==> src/pkg/isb_pkg.sv <==
// Shared constants and carriers for the input serializer status block.
package isb_pkg;

  // Frame geometry.
  localparam int FRAME_W = 16;
  localparam int CNT_W = 5;
  localparam logic [CNT_W-1:0] FRAME_LEN = 5'h10;

  // Frame bit positions, LSB is the last bit out.
  localparam int POS_STOP_HI = 0;
  localparam int POS_STOP_LO = 1;
  localparam int POS_CHK4 = 2;
  localparam int POS_CHK3 = 3;
  localparam int POS_CHK2 = 4;
  localparam int POS_CHK1 = 5;
  localparam int POS_OTA = 6;
  localparam int POS_UVA = 7;
  localparam int POS_IN_LO = 8;
  localparam int IN_W = 8;

  // Buffer depth of the received word path.
  localparam int BUF_DEPTH = 2;

  // Link clock period in the bench, in ns, and the local clock period in ns.
  localparam int LINK_PERIOD_NS = 400;
  localparam int CLK_PERIOD_NS = 50;
  // Link half period in local cycles, rounded down by integer division, with no lower bound.
  localparam int LINK_HALF_CYC = (LINK_PERIOD_NS / 2) / CLK_PERIOD_NS;

  // Reset values.
  localparam logic [FRAME_W-1:0] FRAME_RST = 16'h0000;

  // Snapshot of the state sent in one frame.
  typedef struct packed {
    logic [IN_W-1:0] inputs;
    logic uva_n;
    logic ota_n;
  } isb_snap_t;

  // Drive of the two serial outputs.
  typedef struct packed {
    logic true_o;
    logic inv_o;
    logic oe;
  } isb_drive_t;

endpackage

==> src/hw/isb_serializer.sv <==
`timescale 1ns/1ps
// Functional notes
// [RULE1] Undervoltage bit low below lower threshold.
// [RULE2] Temperature bit low while overheated, hysteresis.
// [RULE3] Check bits sit in positions two to five.
// [RULE4] Check bits use exclusive-NOR.
// [RULE5] Sleep on supply loss, output held low.
// [RULE6] Last bit is high stop bit.
// [RULE7] Power reset low disables normal output.
// [RULE8] Chip select high floats both outputs.
// [RULE9] Inverted output complements true output.
// [RULE10] Power loss drives true low, inverted high.
// [RULE11] Frame order: stops, checks, alarms, inputs.
// [RULE12] Load on select fall, shift falling, MSB first.
// [RULE13] Capture input data on rising clock.
// [RULE14] Snapshot latched when select falls.
module isb_serializer (
  // Clock and reset.
  input wire logic clk,
  input wire logic rst_n,
  // Serial link pins; inputs asynchronous to clk, outputs registered on clk.
  input wire logic sck,
  input wire logic cs_n,
  input wire logic mosi,
  output logic miso_o,
  output logic miso_oe,
  output logic miso_n_o,
  output logic miso_n_oe,
  // Monitor levels from the analog comparators.
  input wire logic supply_voltage_monitor_lo,
  input wire logic supply_voltage_monitor_hi,
  input wire logic temp_above_on,
  input wire logic temp_below_off,
  input wire logic power_good,
  // Filtered input states, inputs one to eight.
  input wire logic [isb_pkg::IN_W-1:0] in_state,
  // Received word stream.
  output logic rx_valid,
  input wire logic rx_ready,
  output logic [isb_pkg::FRAME_W-1:0] rx_data,
  output logic rx_overrun
);

  // Two-flop synchronisers for every pin and monitor level.
  localparam int NSYNC = 9 + isb_pkg::IN_W;
  // Reset image of the chain: select idles high, so that no false select edge follows reset.
  localparam logic [NSYNC-1:0] SYNC_RST = NSYNC'(1) << (NSYNC - 2);
  logic [NSYNC-1:0] s1_ff;
  logic [NSYNC-1:0] s2_ff;
  wire [NSYNC-1:0] async_in = {sck, cs_n, mosi, supply_voltage_monitor_lo, supply_voltage_monitor_hi,
                               temp_above_on, temp_below_off, power_good, 1'b0, in_state};

  // Synchroniser chain; the first stage feeds only the second.
  always_ff @(posedge clk or negedge rst_n) begin
    if (!rst_n) begin
      s1_ff <= SYNC_RST;
      s2_ff <= SYNC_RST;
    end else begin
      s1_ff <= async_in;
      s2_ff <= s1_ff;
    end
  end

  // Named views of the synchronised levels.
  wire sck_s = s2_ff[NSYNC-1];
  wire cs_n_s = s2_ff[NSYNC-2];
  wire mosi_s = s2_ff[NSYNC-3];
  wire uv_lo_s = s2_ff[NSYNC-4];
  wire uv_hi_s = s2_ff[NSYNC-5];
  wire t_on_s = s2_ff[NSYNC-6];
  wire t_off_s = s2_ff[NSYNC-7];
  wire pg_s = s2_ff[NSYNC-8];
  wire [isb_pkg::IN_W-1:0] in_s = s2_ff[isb_pkg::IN_W-1:0];

  // Edge history of clock and select.
  logic sck_d_ff;
  logic cs_n_d_ff;
  wire sck_rise = sck_s && !sck_d_ff;
  wire sck_fall = !sck_s && sck_d_ff;
  wire cs_fall = !cs_n_s && cs_n_d_ff;
  wire cs_rise = cs_n_s && !cs_n_d_ff;

  // Alarm hysteresis latches, low active.
  logic uva_n_ff;
  logic ota_n_ff;
  wire nxt_uva_n = uv_lo_s ? 1'b0 : (uv_hi_s ? 1'b1 : uva_n_ff); // [RULE1]
  wire nxt_ota_n = t_on_s ? 1'b0 : (t_off_s ? 1'b1 : ota_n_ff); // [RULE2]

  // Frame state.
  isb_pkg::isb_snap_t snap_now;
  logic [isb_pkg::FRAME_W-1:0] tx_sr_ff;
  logic [isb_pkg::FRAME_W-1:0] rx_sr_ff;
  logic [isb_pkg::CNT_W-1:0] rx_cnt_ff;
  logic mosi_cap_ff;
  isb_pkg::isb_drive_t drv_ff;

  assign snap_now.inputs = in_s;
  assign snap_now.uva_n = uva_n_ff;
  assign snap_now.ota_n = ota_n_ff;

  // Check bits over the snapshot, each an inverted parity of a bit group.
  wire [isb_pkg::IN_W-1:0] inb = snap_now.inputs;
  wire chk1 = ~(^{inb[7:4], snap_now.uva_n}); // [RULE4]
  wire chk2 = ~(^{inb[7:6], inb[3:2], snap_now.ota_n}); // [RULE4]
  wire chk3 = ~(^{inb[7], inb[5], inb[3], inb[1], snap_now.uva_n}); // [RULE4]
  wire chk4 = ~(^{inb[6], inb[4], inb[2], inb[0], snap_now.ota_n}); // [RULE4]

  // Frame image assembled from the snapshot.
  logic [isb_pkg::FRAME_W-1:0] frame_img;
  always_comb begin
    frame_img = isb_pkg::FRAME_RST;
    frame_img[isb_pkg::POS_IN_LO +: isb_pkg::IN_W] = snap_now.inputs; // [RULE11]
    frame_img[isb_pkg::POS_UVA] = snap_now.uva_n; // [RULE11]
    frame_img[isb_pkg::POS_OTA] = snap_now.ota_n; // [RULE11]
    frame_img[isb_pkg::POS_CHK1] = chk1; // [RULE3]
    frame_img[isb_pkg::POS_CHK2] = chk2; // [RULE3]
    frame_img[isb_pkg::POS_CHK3] = chk3; // [RULE3]
    frame_img[isb_pkg::POS_CHK4] = chk4; // [RULE3]
    frame_img[isb_pkg::POS_STOP_LO] = 1'b0;
    frame_img[isb_pkg::POS_STOP_HI] = 1'b1; // [RULE6]
  end

  // Output drive selection from select and power state.
  isb_pkg::isb_drive_t nxt_drv;
  always_comb begin
    if (cs_n_s) begin
      nxt_drv = '{true_o: 1'b0, inv_o: 1'b0, oe: 1'b0}; // [RULE8]
    end else if (!pg_s) begin
      nxt_drv = '{true_o: 1'b0, inv_o: 1'b1, oe: 1'b1}; // [RULE5] [RULE7] [RULE10]
    end else begin
      nxt_drv = '{true_o: tx_sr_ff[isb_pkg::FRAME_W-1], inv_o: ~tx_sr_ff[isb_pkg::FRAME_W-1], oe: 1'b1}; // [RULE9]
    end
  end

  // Received-word buffer.
  wire rx_done = cs_rise && (rx_cnt_ff >= isb_pkg::FRAME_LEN);
  wire buf_in_ready;
  wire buf_out_valid;
  wire [isb_pkg::FRAME_W-1:0] buf_out_data;

  isb_buf2 #(
    .WIDTH(isb_pkg::FRAME_W),
    .DEPTH(isb_pkg::BUF_DEPTH)
  ) u_buf (
    .clk(clk),
    .rst_n(rst_n),
    .in_valid(rx_done),
    .in_ready(buf_in_ready),
    .in_data(rx_sr_ff),
    .out_valid(buf_out_valid),
    .out_ready(rx_ready && !rx_valid),
    .out_data(buf_out_data)
  );

  // Edge history and alarm latches.
  always_ff @(posedge clk or negedge rst_n) begin
    if (!rst_n) begin
      sck_d_ff <= 1'b0;
      cs_n_d_ff <= 1'b1;
      uva_n_ff <= 1'b1;
      ota_n_ff <= 1'b1;
    end else begin
      sck_d_ff <= sck_s;
      cs_n_d_ff <= cs_n_s;
      uva_n_ff <= nxt_uva_n;
      ota_n_ff <= nxt_ota_n;
    end
  end

  // Transmit shifter: load on select fall, shift on falling clock.
  always_ff @(posedge clk or negedge rst_n) begin
    if (!rst_n) begin
      tx_sr_ff <= isb_pkg::FRAME_RST;
    end else if (cs_fall) begin
      tx_sr_ff <= frame_img; // [RULE12] [RULE14]
    end else if (!cs_n_s && sck_fall) begin
      tx_sr_ff <= {tx_sr_ff[isb_pkg::FRAME_W-2:0], mosi_cap_ff}; // [RULE12] [RULE13]
    end
  end

  // Receive shifter: capture on rising clock, MSB first.
  always_ff @(posedge clk or negedge rst_n) begin
    if (!rst_n) begin
      mosi_cap_ff <= 1'b0;
      rx_sr_ff <= isb_pkg::FRAME_RST;
      rx_cnt_ff <= '0;
    end else if (cs_fall) begin
      rx_cnt_ff <= '0;
    end else if (!cs_n_s && sck_rise) begin
      mosi_cap_ff <= mosi_s; // [RULE13]
      rx_sr_ff <= {rx_sr_ff[isb_pkg::FRAME_W-2:0], mosi_s}; // [RULE13]
      if (rx_cnt_ff < isb_pkg::FRAME_LEN) rx_cnt_ff <= rx_cnt_ff + 1'b1;
    end
  end

  // Registered outputs.
  always_ff @(posedge clk or negedge rst_n) begin
    if (!rst_n) begin
      drv_ff <= '0;
      rx_valid <= 1'b0;
      rx_data <= isb_pkg::FRAME_RST;
      rx_overrun <= 1'b0;
    end else begin
      drv_ff <= nxt_drv;
      if (rx_valid && rx_ready) begin
        rx_valid <= 1'b0;
      end else if (!rx_valid && buf_out_valid && rx_ready) begin
        rx_valid <= 1'b1;
        rx_data <= buf_out_data;
      end
      rx_overrun <= rx_done && !buf_in_ready;
    end
  end

  assign miso_o = drv_ff.true_o;
  assign miso_n_o = drv_ff.inv_o;
  assign miso_oe = drv_ff.oe;
  assign miso_n_oe = drv_ff.oe;

endmodule // isb_serializer

==> src/hw/isb_buf2.sv <==
`timescale 1ns/1ps
// Two-entry buffer with valid and ready on both sides.
module isb_buf2 #(
  parameter int WIDTH = 16,
  parameter int DEPTH = 2
) (
  // Clock and reset.
  input wire logic clk,
  input wire logic rst_n,
  // Fill side.
  input wire logic in_valid,
  output logic in_ready,
  input wire logic [WIDTH-1:0] in_data,
  // Drain side.
  output logic out_valid,
  input wire logic out_ready,
  output logic [WIDTH-1:0] out_data
);

  localparam int AW = $clog2(DEPTH);

  // Storage as flip-flops.
  logic [WIDTH-1:0] mem_ff [DEPTH];
  logic [AW-1:0] wr_ff;
  logic [AW-1:0] rd_ff;
  logic [AW:0] cnt_ff;

  // Handshake decode.
  wire push = in_valid && in_ready;
  wire pop = out_valid && out_ready;
  wire [AW-1:0] nxt_wr = (wr_ff == AW'(DEPTH - 1)) ? '0 : wr_ff + 1'b1;
  wire [AW-1:0] nxt_rd = (rd_ff == AW'(DEPTH - 1)) ? '0 : rd_ff + 1'b1;

  assign in_ready = (cnt_ff != (AW + 1)'(DEPTH));
  assign out_valid = (cnt_ff != '0);
  assign out_data = mem_ff[rd_ff];

  // Pointers and occupancy.
  always_ff @(posedge clk or negedge rst_n) begin
    if (!rst_n) begin
      wr_ff <= '0;
      rd_ff <= '0;
      cnt_ff <= '0;
    end else begin
      if (push) wr_ff <= nxt_wr;
      if (pop) rd_ff <= nxt_rd;
      cnt_ff <= cnt_ff + (AW + 1)'(push) - (AW + 1)'(pop);
    end
  end

  // Data storage, written without reset.
  always_ff @(posedge clk) begin
    if (push) mem_ff[wr_ff] <= in_data;
  end

endmodule // isb_buf2

==> config.mk <==
export PLATFORM = sky130hd
export DESIGN_NAME = isb_serializer
export DESIGN_NICKNAME = d
export VERILOG_FILES = /design/src/pkg/isb_pkg.sv /design/src/hw/isb_serializer.sv /design/src/hw/isb_buf2.sv
export SDC_FILE = /design/constraint.sdc
export NUM_CORES = 1
export LEC_CHECK = 0
export ABC_AREA = 1
export BUFFER_PORTS_ARGS = -buffer_cell sky130_fd_sc_hd__buf_4
export CAP_MARGIN = 40
export CORE_MARGIN = 2
export CORE_UTILIZATION = 40
export DETAILED_ROUTE_END_ITERATION = 10
export PLACE_DENSITY = 0.6
export SYNTH_ARGS = -nofsm -noshare
export SYNTH_HDL_FRONTEND = slang
export SYNTH_HIERARCHICAL = 1
export SYNTH_SLANG_ARGS = --single-unit
export TNS_END_PERCENT = 100
==> constraint.sdc <==
create_clock -name clk -period 2.2 [get_ports clk]
set_input_delay 0.44 -clock clk [delete_from_list [all_inputs] [get_ports clk]]
set_output_delay 0.44 -clock clk [all_outputs]
set_load 0.01 [all_outputs]
# == Word-level counts from Yosys, hierarchy flattened ==
# Memory sizes are Yosys's and may differ from the RTL's. A register that Yosys moved wholly into a read port is not among the register bits.
# Index checks and enable logic that the tools add are counted.
# totals
memories,1
inputBits,19
ram_bits,32
reg_bits,83
# op_classes
magnitude_cmp,2
n_reduce_logical,35
eq_ne,1
muxes,17
bitwise_logic,7
addsub,5
# memory_table
memory,words,word_bits,read_ports,rd_ports_with_merged_regs,wr,line_no,rtl
u_buf.mem_ff,2,16,1,1,1,isb_buf2.sv:23,logic [WIDTH-1:0] mem_ff [DEPTH];
# op_table
cell,count
$mux 16,2
$reduce_xor 5->1,4
$mux 5,3
$logic_and 1x1->1,14
$reduce_bool 2->1,7
$mux 1,10
$logic_not 1->1,7
$not 1->1,7
$mux 3,2
$reduce_and 2->1,3
$add 5x1->5 const B,1
$ge 5x5->1 const B,1
$lt 5x5->1 const B,1
$add 1x1->1 const B,2
$add 2x1->2,1
$ne 2x2->1 const B,1
$sub 2x1->2,1

# == Depth between registers and ports, before layout ==
# Gate-level depths: netlist of run 1.
# depth
depth_word,6
mapped_depth,13
ltp_nobuf,13

# == Hierarchy ==
# The synthesis of run 1 kept the hierarchy.
# by_module_without_submodules
module,n_inst,cells_each,area_each_um2
isb_serializer,1,300,3582.2
isb_buf2,1,115,1413.9

# == Least setup slack after synthesis of run 1 ==
# No wires, ideal clock.
# synth_path
path_kind,register to register
start,register s2_ff[15]
end,"memory u_buf.mem_ff[0][0], enable pin"
path_slack_ns,-0.095
n_path_buf,0
period_less_slack_ns,2.295
stages_incl_launch_ff,5
arrival_ns,1.906
setup_time_ns,0.388
cell_sequence,dfstp_2 > inv_1 > nor3_1 > nand2_4 > nor2_1
# synth_via
elab_chain_cells,5
# synth_rtl
element,line_no,rtl
from (decl),isb_serializer.sv:49,logic [NSYNC-1:0] s2_ff;
from (signal assigned),isb_serializer.sv:57,s2_ff <= SYNC_RST;
from (signal assigned),isb_serializer.sv:60,s2_ff <= s1_ff;
$logic_and 1x1->1,isb_serializer.sv:81,wire cs_rise = cs_n_s && !cs_n_d_ff;
$logic_and 1x1->1,isb_serializer.sv:136,wire rx_done = cs_rise && (rx_cnt_ff >= isb_pkg::FRAME_LEN);
net rx_done,isb_serializer.sv:136,
$logic_and 1x1->1,isb_buf2.sv:29,wire push = in_valid && in_ready;
$mux 1,isb_buf2.sv:53,if (push) mem_ff[wr_ff] <= in_data;
$mux 1 (implied by the code),isb_buf2.sv:53,
to (decl),isb_buf2.sv:23,
# The timed path passes the listed nets, and every way through them passes these cells.

# == Final worst setup path of run 1 ==
# layout_path
start,register s2_ff[15]
end,register u_buf.cnt_ff[1]
# layout_via
elab_chain_cells,5
# layout_rtl
element,line_no,rtl
$logic_and 1x1->1,isb_serializer.sv:81,
$logic_and 1x1->1,isb_serializer.sv:136,
net rx_done,isb_serializer.sv:136,
$logic_and 1x1->1,isb_buf2.sv:29,
$add 2x1->2,isb_buf2.sv:47,cnt_ff <= cnt_ff + (AW + 1)'(push) - (AW + 1)'(pop);
$sub 2x1->2,isb_buf2.sv:47,
to (signal assigned),isb_buf2.sv:47,
to (decl),isb_buf2.sv:26,logic [AW:0] cnt_ff;
# The timed path passes the listed nets, and every way through them passes these cells.
# A chain may end at the register's enable or synchronous reset.

==> results.md, run 1 <==
Detailed routing:
- The total wirelength of the detailed-routed design is 7.70 mm.
- For this run, the detailed router's first-pass iteration total came to 4.
- The count of antenna-violating nets left after detailed routing is 0.
- Detailed routing placed a total of 280 µm of wire on met3.
- The met1 wire length is 3.57 mm.
- The routed via count is 2,916.
- After detailed routing, no signal wire sits above met4.
- The post-detailed-route DRC marker count is 0.
- In the routed layout, each cell is associated on average with a via count of 4.48.
- The number of DRC markers after the initial detailed-route iteration is 133.
- The routed length on met2 is 3.72 mm.
- The mean routed wirelength per cell is 11.8 µm.

Pwr:
- The total internal power is 5.37 mW.
- The share of total power dissipated in the clock network is 0.402.
- The maximum vdd ir drop is 0.000630 V.
- The switching part of the total power is 0.256.
- The power spent charging and discharging nets is 1.85 mW.
- The proportion of power drawn by combinational gates is 0.177.
- The static power due to leakage is 2.85 nW.
- The share of total power dissipated in sequential elements is 0.421.
- The total power is 7.22 mW.
- The total power density per cell area is 1180 mW/mm².

Global routing:
- The global routing usage summed across all routing layers is 0.132.
- The initial antenna violation count is 0.
- Entering global routing, the biggest net connects 74 pins.
- The global-route wire length before repair is 13.2 mm.
- Summed over all layers, the global routing overflow is 0.
- The number of global-route vias before repair is 2,825.

Worst setup path:
- The critical path class is register to register.
- Data arrives at the worst endpoint at 2.18 ns.
- The critical-path cell with the highest stage delay is sky130_fd_sc_hd__dfstp_2.
- For the worst setup path, the data required time is 2.50 ns.
- Traced cell by cell, the critical path runs through inv_1, nor3_1, buf_4, nand2_4, nand2_2, nand2_1, ha_1, inv_1, nand2_1, nand2_1, inv_1, nand2_1, nand2_1.
- The most frequent cell on the critical path is sky130_fd_sc_hd__nand2_1.
- STA classifies the critical path startpoint as a register.
- The kind of end point of the critical path is a register.
- The largest driver fanout on the critical path is 6.
- In this design, the stage delay of the slowest critical-path cell is 0.61 ns.

Clock tree:
- TritonCTS built the clock tree.
- The count of H-tree levels built during CTS is 4.
- The later pin in the worst-skew pair is clocked with a latency of 0.41 ns.
- The buffer depth of the longest clock path is 2.
- Buffers inserted during clock tree synthesis total 17.
- Post-CTS repair changed the size of 0 cells.
- The clock net in this run drives a total of 130 sinks.
- The tree is rooted in a sky130_fd_sc_hd__clkbuf_16.
- The clock transition time at the flip-flop clock pins of the worst setup and hold paths is 0.05 ns.

STA:
- Summed over all failing endpoints, the final setup total negative slack is 0 ns.
- The max-slew violation count is 0.
- The worst hold margin is 0.132 ns.
- Headroom to the max-slew limit came out at 0.648.
- The actual slew at the worst max-slew pin is 0.526 ns.
- Setup violations remaining at the end of the flow were counted as 0.
- The worst path in the final design needs a cycle of 1.88 ns, including I/O delays and setup.
- The final hold violation count is 0.
- Setup repair after global routing left no endpoint under its margin.
- Dividing the final minimum period by the clock period gives 0.855.
- Clock skew on the completed layout was measured at 0.0116 ns.
- Derived from the worst setup path, the maximum achievable clock frequency is 532 MHz.

Place:
- The count of buffers added on input and output ports is 40.
- The total half-perimeter wirelength after legalization and detailed placement is 4.88 mm.
- At the end of routability-driven placement, the weighted congestion stood at 0.767.
- The number of placed instances, taps included, is 618.

Yosys:
- After synthesis, the share of flip-flops with an asynchronous set or reset is 0.754.
- Yosys instantiated no cell more often than sky130_fd_sc_hd__nand2_1.
- Dividing the synthesized area by the synthesized cell count gives 12.0 µm².
- Counting every instance in the synthesized netlist gives 415.
- The flip-flop and latch count after synthesis is 130.
- The cell area that synthesis handed to floorplanning was 0.00500 mm².
- Ranked by total cell area, the synthesized netlist is headed by sky130_fd_sc_hd__dfrtp_1, sky130_fd_sc_hd__edfxtp_1, sky130_fd_sc_hd__nand2_1.
- The synthesized design spends more area on one cell type than any other, namely sky130_fd_sc_hd__dfrtp_1.
- Among all flip-flop cells after synthesis, the most frequent one is sky130_fd_sc_hd__dfrtp_1.
- The number of distinct library cells after synthesis is 32.
- Counting flops with a built-in enable in the synthesized netlist gives 32.
- The part of the Yosys area used for sequential elements is 0.684.
- The share of the synthesized area in the top cell type is 0.466.
- Yosys printed 6 warnings.
- Synthesis produced a netlist with a net count of 436.
- By count the netlist is led by sky130_fd_sc_hd__nand2_1, sky130_fd_sc_hd__dfrtp_1, sky130_fd_sc_hd__edfxtp_1, sky130_fd_sc_hd__inv_1, sky130_fd_sc_hd__nor2_1.

Floorplanning:
- The initial utilization of the core area, before any placement, comes to 0.413.
- The die boundary width is 116 µm.
- The core outline area is 0.0121 mm².
- The die is 116 µm tall.
- 41 I/O pins were placed.
- The die covers 0.0134 mm².
- Row generation in the floorplan step produced 40 rows.

Final layout:
- The number of standard cells in the final layout excluding fillers is 651.
- The final-stage net count is 491.
- The repair_antennas step left the layout with diodes totalling 0.
- Relative to the synthesized area, the layout overhead comes to 22.3%.
- The share of final-layout standard cells stronger than drive strength 1 is 0.263.

Worst hold path:
- The type of the most critical hold path is input pin to register.

Flow run:
- Max-cap violations in this run came to 0.

Status:
- The flow ran to the end, and the final reports show no timing, DRC or antenna violations.
==> registers in the layout, indices dropped and copies added (netlist names) <==
register,cells
cs_n_d_ff,1
ota_n_ff,1
u_buf/cnt_ff,2
s2_ff,16
rx_data,16
sck_d_ff,1
rx_sr_ff,16
u_buf/wr_ff,1
u_buf/mem_ff,32
tx_sr_ff,16
rx_valid,1
miso_o,1
rx_cnt_ff,5
uva_n_ff,1
miso_n_oe,1
s1_ff,16
rx_overrun,1
u_buf/rd_ff,1
miso_n_o,1
==> stage by stage <==
step / instance area, µm² / setup slack, ns / utilization
2_1_floorplan: 5000 / 0.128 / -
3_3_place_gp: 5470 / 0.400 / 0.452
3_5_place_dp: 5470 / 0.315 / 0.452
4_1_cts: 6110 / 0.305 / 0.505
5_1_grt: 6110 / 0.214 / 0.505
6_report: 6110 / 0.320 / 0.505
==> critical path, delay by kind of cell (launching register included) <==
kind / cells / cell delay, ns
and+or+nand+nor: 8 / 0.62
adders and majority gates: 1 / 0.19
DFF: 1 / 0.61
buffers and inverters: 4 / 0.37
==> final cells by class <==
class | count | area, µm²
fillers | 1095 | 6000
multi-input cells | 242 | 1360
clock inverters | 11 | 150
inverters | 32 | 123
repair buffers | 47 | 368
clock buffers | 21 | 480
flip-flops and latches | 130 | 3420
well taps | 168 | 210
==> path summary, 6_finish.rpt <==
path / slack, ns / cells past startpoint / to / from
setup / recovery: 0.32 / 13 / u_buf/cnt_ff[1]$_DFF_PN0_ / s2_ff[15]$_DFF_PN1_
hold / removal: 0.13 / 1 / s1_ff[12]$_DFF_PN0_ / supply_voltage_monitor_hi
setup reg to reg: 0.32 / 13 / u_buf/cnt_ff[1]$_DFF_PN0_ / s2_ff[15]$_DFF_PN1_
hold reg to reg: 0.34 / 0 / s2_ff[16]$_DFF_PN0_ / s1_ff[16]$_DFF_PN0_
max in group asynchronous: 0.98 / 3 / cs_n_d_ff$_DFF_PN1_ / rst_n
min in group asynchronous: 0.49 / 2 / rx_data[8]$_DFFE_PN0P_ / rst_n
==> logic make-up after synthesis <==
group	Yosys count	share of synthesized area
and+or+nand+nor	180	0.155
muxes	28	0.0721
DFF	130	0.684
xor gates and xnor gates	6	0.0105
AOI/OAI and AO/OA	26	0.0291
buffers and inverters	43	0.0438
adders and majority gates	2	0.00501
==> timing repair <==
action / CTS / global route
setup endpoints to repair: 0 / 0
hold buffers: 1 / 0
endpoints found under the hold margin: 25 / 0
buffers inserted: 0 / 0
==> routing by layer <==
metal / vias up / GRT usage
met5: - / 0
met4: 0 / 0.0762
met3: 9 / 0.0471
met2: 46 / 0.208
met1: 1402 / 0.156
li1: 1459 / -
==> power by group through the flow <==
stage	Combinational (mW)	Sequential (mW)	Clock (mW)
2_1_floorplan	0.806	3.12	0
3_3_place_gp	1.27	3.07	0
3_5_place_dp	1.30	3.08	0
4_1_cts	1.30	3.04	2.98
5_1_grt	1.45	3.08	3.09
6_report	1.27	3.04	2.90
==> cell usage in the layout, fill, tap and decap left out, types with 3 or more instances in the layout <==
master	synthesis	layout
sky130_fd_sc_hd__nand2_2	4	4
sky130_fd_sc_hd__buf_4	4	45
sky130_fd_sc_hd__nand2_1	123	123
sky130_fd_sc_hd__clkbuf_16	0	17
sky130_fd_sc_hd__nor2_2	4	5
sky130_fd_sc_hd__dfstp_2	5	5
sky130_fd_sc_hd__nor2_1	24	23
sky130_fd_sc_hd__dfrtp_1	93	93
sky130_fd_sc_hd__xor2_1	4	4
sky130_fd_sc_hd__inv_1	30	30
sky130_fd_sc_hd__nand3_1	11	11
sky130_fd_sc_hd__nand3b_1	4	4
sky130_fd_sc_hd__clkbuf_8	0	4
sky130_fd_sc_hd__a21oi_1	6	6
sky130_fd_sc_hd__edfxtp_1	32	32
sky130_fd_sc_hd__bufinv_16	0	3
sky130_fd_sc_hd__o21ai_0	7	7
sky130_fd_sc_hd__a31oi_1	10	10
sky130_fd_sc_hd__mux2_2	16	16
sky130_fd_sc_hd__nor3_1	3	3
sky130_fd_sc_hd__mux2_4	12	12
(Power assumes the default switching activity.)
==> run 2, diff against run 1 <==
--- a/config.mk
+++ b/config.mk
@@ -8,6 +8,7 @@
 export ABC_AREA = 1
 export BUFFER_PORTS_ARGS = -buffer_cell sky130_fd_sc_hd__buf_4
 export CAP_MARGIN = 40
+export CORE_ASPECT_RATIO = 2
 export CORE_MARGIN = 2
 export CORE_UTILIZATION = 40
 export DETAILED_ROUTE_END_ITERATION = 10
==> run 2 against run 1 <==
Register-to-register slack barely moved. Non-clock buffer count decreased by 1. Maximum frequency grew 0.58%. Sequential power about the same. Die area up 0.40%. Worst setup slack gained 0.011 ns. Sequential share of layout area is 0.057 points higher. Critical path depth is 1 lower. Utilization shrank 0.40 points. Clock skew down 0.0048 ns. Power rose by 2.6%.
==> results.md, run 2 (synthesized netlist as in run 1, its figures left out) <==
Status:
- The flow ran to the end, and the final reports show no timing, DRC or antenna violations.

Detailed routing:
- The total wirelength of the detailed-routed design came to 8.09 mm (+5.1%).
- The mean routed wirelength per cell is 12.9 µm (+8.8%).
- The total iterations of the first detailed-routing run is 4 (unchanged).
- The count of antenna-violating nets left after detailed routing is 0 (unchanged).
- The via density per instance is 4.70 (+5.0%).
- The number of DRC markers after the initial detailed-route iteration is 127 (-4.5%).
- The post-detailed-route DRC marker count came to 0 (unchanged).
- The routed via count is 2,957 (+1.4%).

Worst setup path:
- STA classifies the critical path startpoint as a register.
- The worst path arrival time came to 2.17 ns (about the same).
- The largest driver fanout on the critical path came to 6 (unchanged).
- The critical register-to-register path startpoint is s2_ff[15]$_DFF_PN1_.
- The logic depth of the worst register-to-register path is 12 (-1).
- The required time at the worst-slack endpoint is 2.50 ns (about the same).
- The endpoint identified for the worst register-to-register timing path is u_buf/cnt_ff[1]$_DFF_PN0_.
- The reg2reg setup slack is 0.33 ns (about the same).
- The critical path class is register to register.
- The most critical setup path has its startpoint at s2_ff[15]$_DFF_PN1_.
- The worst setup path is captured at a register.

Pwr:
- The maximum vdd ir drop came to 0.000680 V (+8.0%).
- The static power due to leakage is 2.86 nW (about the same).
- The total power density per cell area is 1210 mW/mm² (+2.7%).

Global routing:
- The initial antenna violation count is 0 (unchanged).
- The maximum number of pins on one net before global-route repair is 49 (-34%).
- The global routing usage summed across all routing layers is 0.134 (+0.00242).
- The remaining global-route overflow is 0 (unchanged).
- The number of global-route vias before repair is 3,046 (+7.8%).
- The global-route wire length before repair was 14.0 mm (+6.7%).

STA:
- The max-slew headroom at the worst pin is 0.596 (-0.0520).
- The max-slew violation count is 0 (unchanged).
- Setup repair after global routing left no endpoint under its margin.
- The maximum operating frequency is 535 MHz (+0.58%).
- The worst setup skew after layout is 0.00682 ns (-0.00482 ns).
- The worst hold margin is 0.0297 ns (-0.102 ns).
- The final setup violation count is 0 (unchanged).
- The post-route clock period utilization is 0.850 (-0.00492).
- The minimum period implied by the final worst setup slack is 1.87 ns (-0.0108 ns).
- The final hold violation count is 0 (unchanged).
- The actual slew at the worst max-slew pin is 0.606 ns (+0.0799 ns).
- The final total negative setup slack is 0 ns (unchanged).

Clock tree:
- The buffer depth of the longest clock path is 2 (unchanged).
- The post-cts resize count is 0 (unchanged).
- The clock latency at the later pin of the worst-skew pair is 0.41 ns (about the same).
- The clock transition time at the flip-flop clock pins of the worst setup and hold paths is 0.06 ns (about the same).
- The count of H-tree levels built during CTS is 4 (unchanged).
- The number of hold-repair buffers added at the cts stage is 0 (-1).
- The buffer cell driving the clock tree root is sky130_fd_sc_hd__clkbuf_16.
- The number of sinks on the clock net is 130 (unchanged).
- The number of setup buffers added after CTS is 0 (unchanged).
- The TritonCTS clock tree is built.
- The number of buffers created by CTS is 17 (unchanged).

Floorplanning:
- The core outline area is 0.0122 mm² (+0.69%).
- The number of ports placed on the die boundary is 41 (unchanged).
- The die boundary width is 83.0 µm (-28%).
- The number of cell rows came to 57 (+43%).
- The initial standard-cell utilization of the core was 0.410 (-0.00284).
- The total die area is 0.0135 mm² (+0.40%).
- The vertical die dimension came to 162 µm (+40%).

Place:
- The count of input and output buffers is 40 (unchanged).
- The routability-driven placement congestion ratio is 0.797 (+3.9%).
- The total half-perimeter wirelength after legalization and detailed placement is 5.61 mm (+15%).

Final layout:
- The share of the core filled with cells is 0.501 (-0.00398).
- The commonest non-fill, non-tap cell in the layout is sky130_fd_sc_hd__nand2_1.
- The number of antenna repair diodes is 0 (unchanged).
- The share of final-layout standard cells stronger than drive strength 1 is 0.263 (+0.000546).
- The register with the most flip-flops in the final layout is u_buf/mem_ff.
- The flip-flop count of the largest register, all copies and words added came to 32 (unchanged).
- The relative area change from synthesis to final layout is 22.2%.
- The final-stage net count came to 490 (-0.20%).
- In the layout the commonest cells are sky130_fd_sc_hd__nand2_1, sky130_fd_sc_hd__dfrtp_1, sky130_fd_sc_hd__buf_4.

Flow run:
- The max-cap violation count came to 0 (unchanged).

Worst hold path:
- The type of the most critical hold path is input pin to asynchronous set/reset pin.
==> run 2: changes by cell type in the layout (fill, tap and decap cells not counted), sizes merged <==
| cell | before | now |
|---|---|---|
| bufinv | 3 | 5 |
| clkbuf | 21 | 18 |
| clkinv | 4 | 3 |
| dlygate4sd3 | 1 | 0 |
| inv | 34 | 36 |
==> run 2: how the worst max path moves through the flow <==
stage | depth (start not counted) | slack, ns | to
2_1_floorplan | 4 | 0.13 | u_buf/mem_ff[1][0]$_DFFE_PP_
3_3_place_gp | 12 | 0.22 | u_buf/cnt_ff[1]$_DFF_PN0_
4_1_cts | 12 | 0.16 | u_buf/cnt_ff[1]$_DFF_PN0_
3_5_place_dp | 12 | 0.18 | u_buf/cnt_ff[1]$_DFF_PN0_
5_1_grt | 12 | 0.12 | u_buf/cnt_ff[1]$_DFF_PN0_
6_report | 12 | 0.33 | u_buf/cnt_ff[1]$_DFF_PN0_
==> run 2: metrics by stage <==
step,cell area [µm²],power (mW),worst slack [ns],instances
after global placement,5440,4.33,0.218,597
after floorplan,5000,3.92,0.128,415
final,6100,7.40,0.330,629
after CTS,6100,7.51,0.165,629
after detailed placement,5440,4.39,0.178,597
after global routing,6100,7.85,0.121,629
==> run 2: power by group <==
part	switching [mW]	internal (mW)
clock	1.05	2.03
sequential	0.224	2.83
combinational	0.640	0.628
total	1.91	5.49
==> run 2: critical path, cell delays in order (launching register included) <==
cell and delay [ns]:
sky130_fd_sc_hd__dfstp_2 0.61, sky130_fd_sc_hd__inv_1 0.12, sky130_fd_sc_hd__nor3_2 0.30, sky130_fd_sc_hd__nand2_4 0.11, sky130_fd_sc_hd__nand2_2 0.09, sky130_fd_sc_hd__nand2_1 0.06
sky130_fd_sc_hd__ha_1 0.18, sky130_fd_sc_hd__inv_1 0.05, sky130_fd_sc_hd__nand2_1 0.04, sky130_fd_sc_hd__nand2_1 0.07, sky130_fd_sc_hd__inv_1 0.04, sky130_fd_sc_hd__nand2_1 0.05
sky130_fd_sc_hd__nand2_1 0.04
==> run 2: layout make-up <==
class | instances | area [µm²]
clock buffers | 18 | 429
clock inverters | 14 | 226
fillers | 1065 | 6090
inverters | 32 | 123
multi-input cells | 242 | 1370
flip-flops and latches | 130 | 3420
well taps | 147 | 184
repair buffers | 46 | 358
==> run 2: layer usage <==
metal  track usage  up-vias  part of all wire
met4        0.0626        0             0.022
met1         0.124     1422              0.35
met2         0.256       61              0.59
met5             0        -                 0
li1              -     1461                 -
met3        0.0462       13             0.038
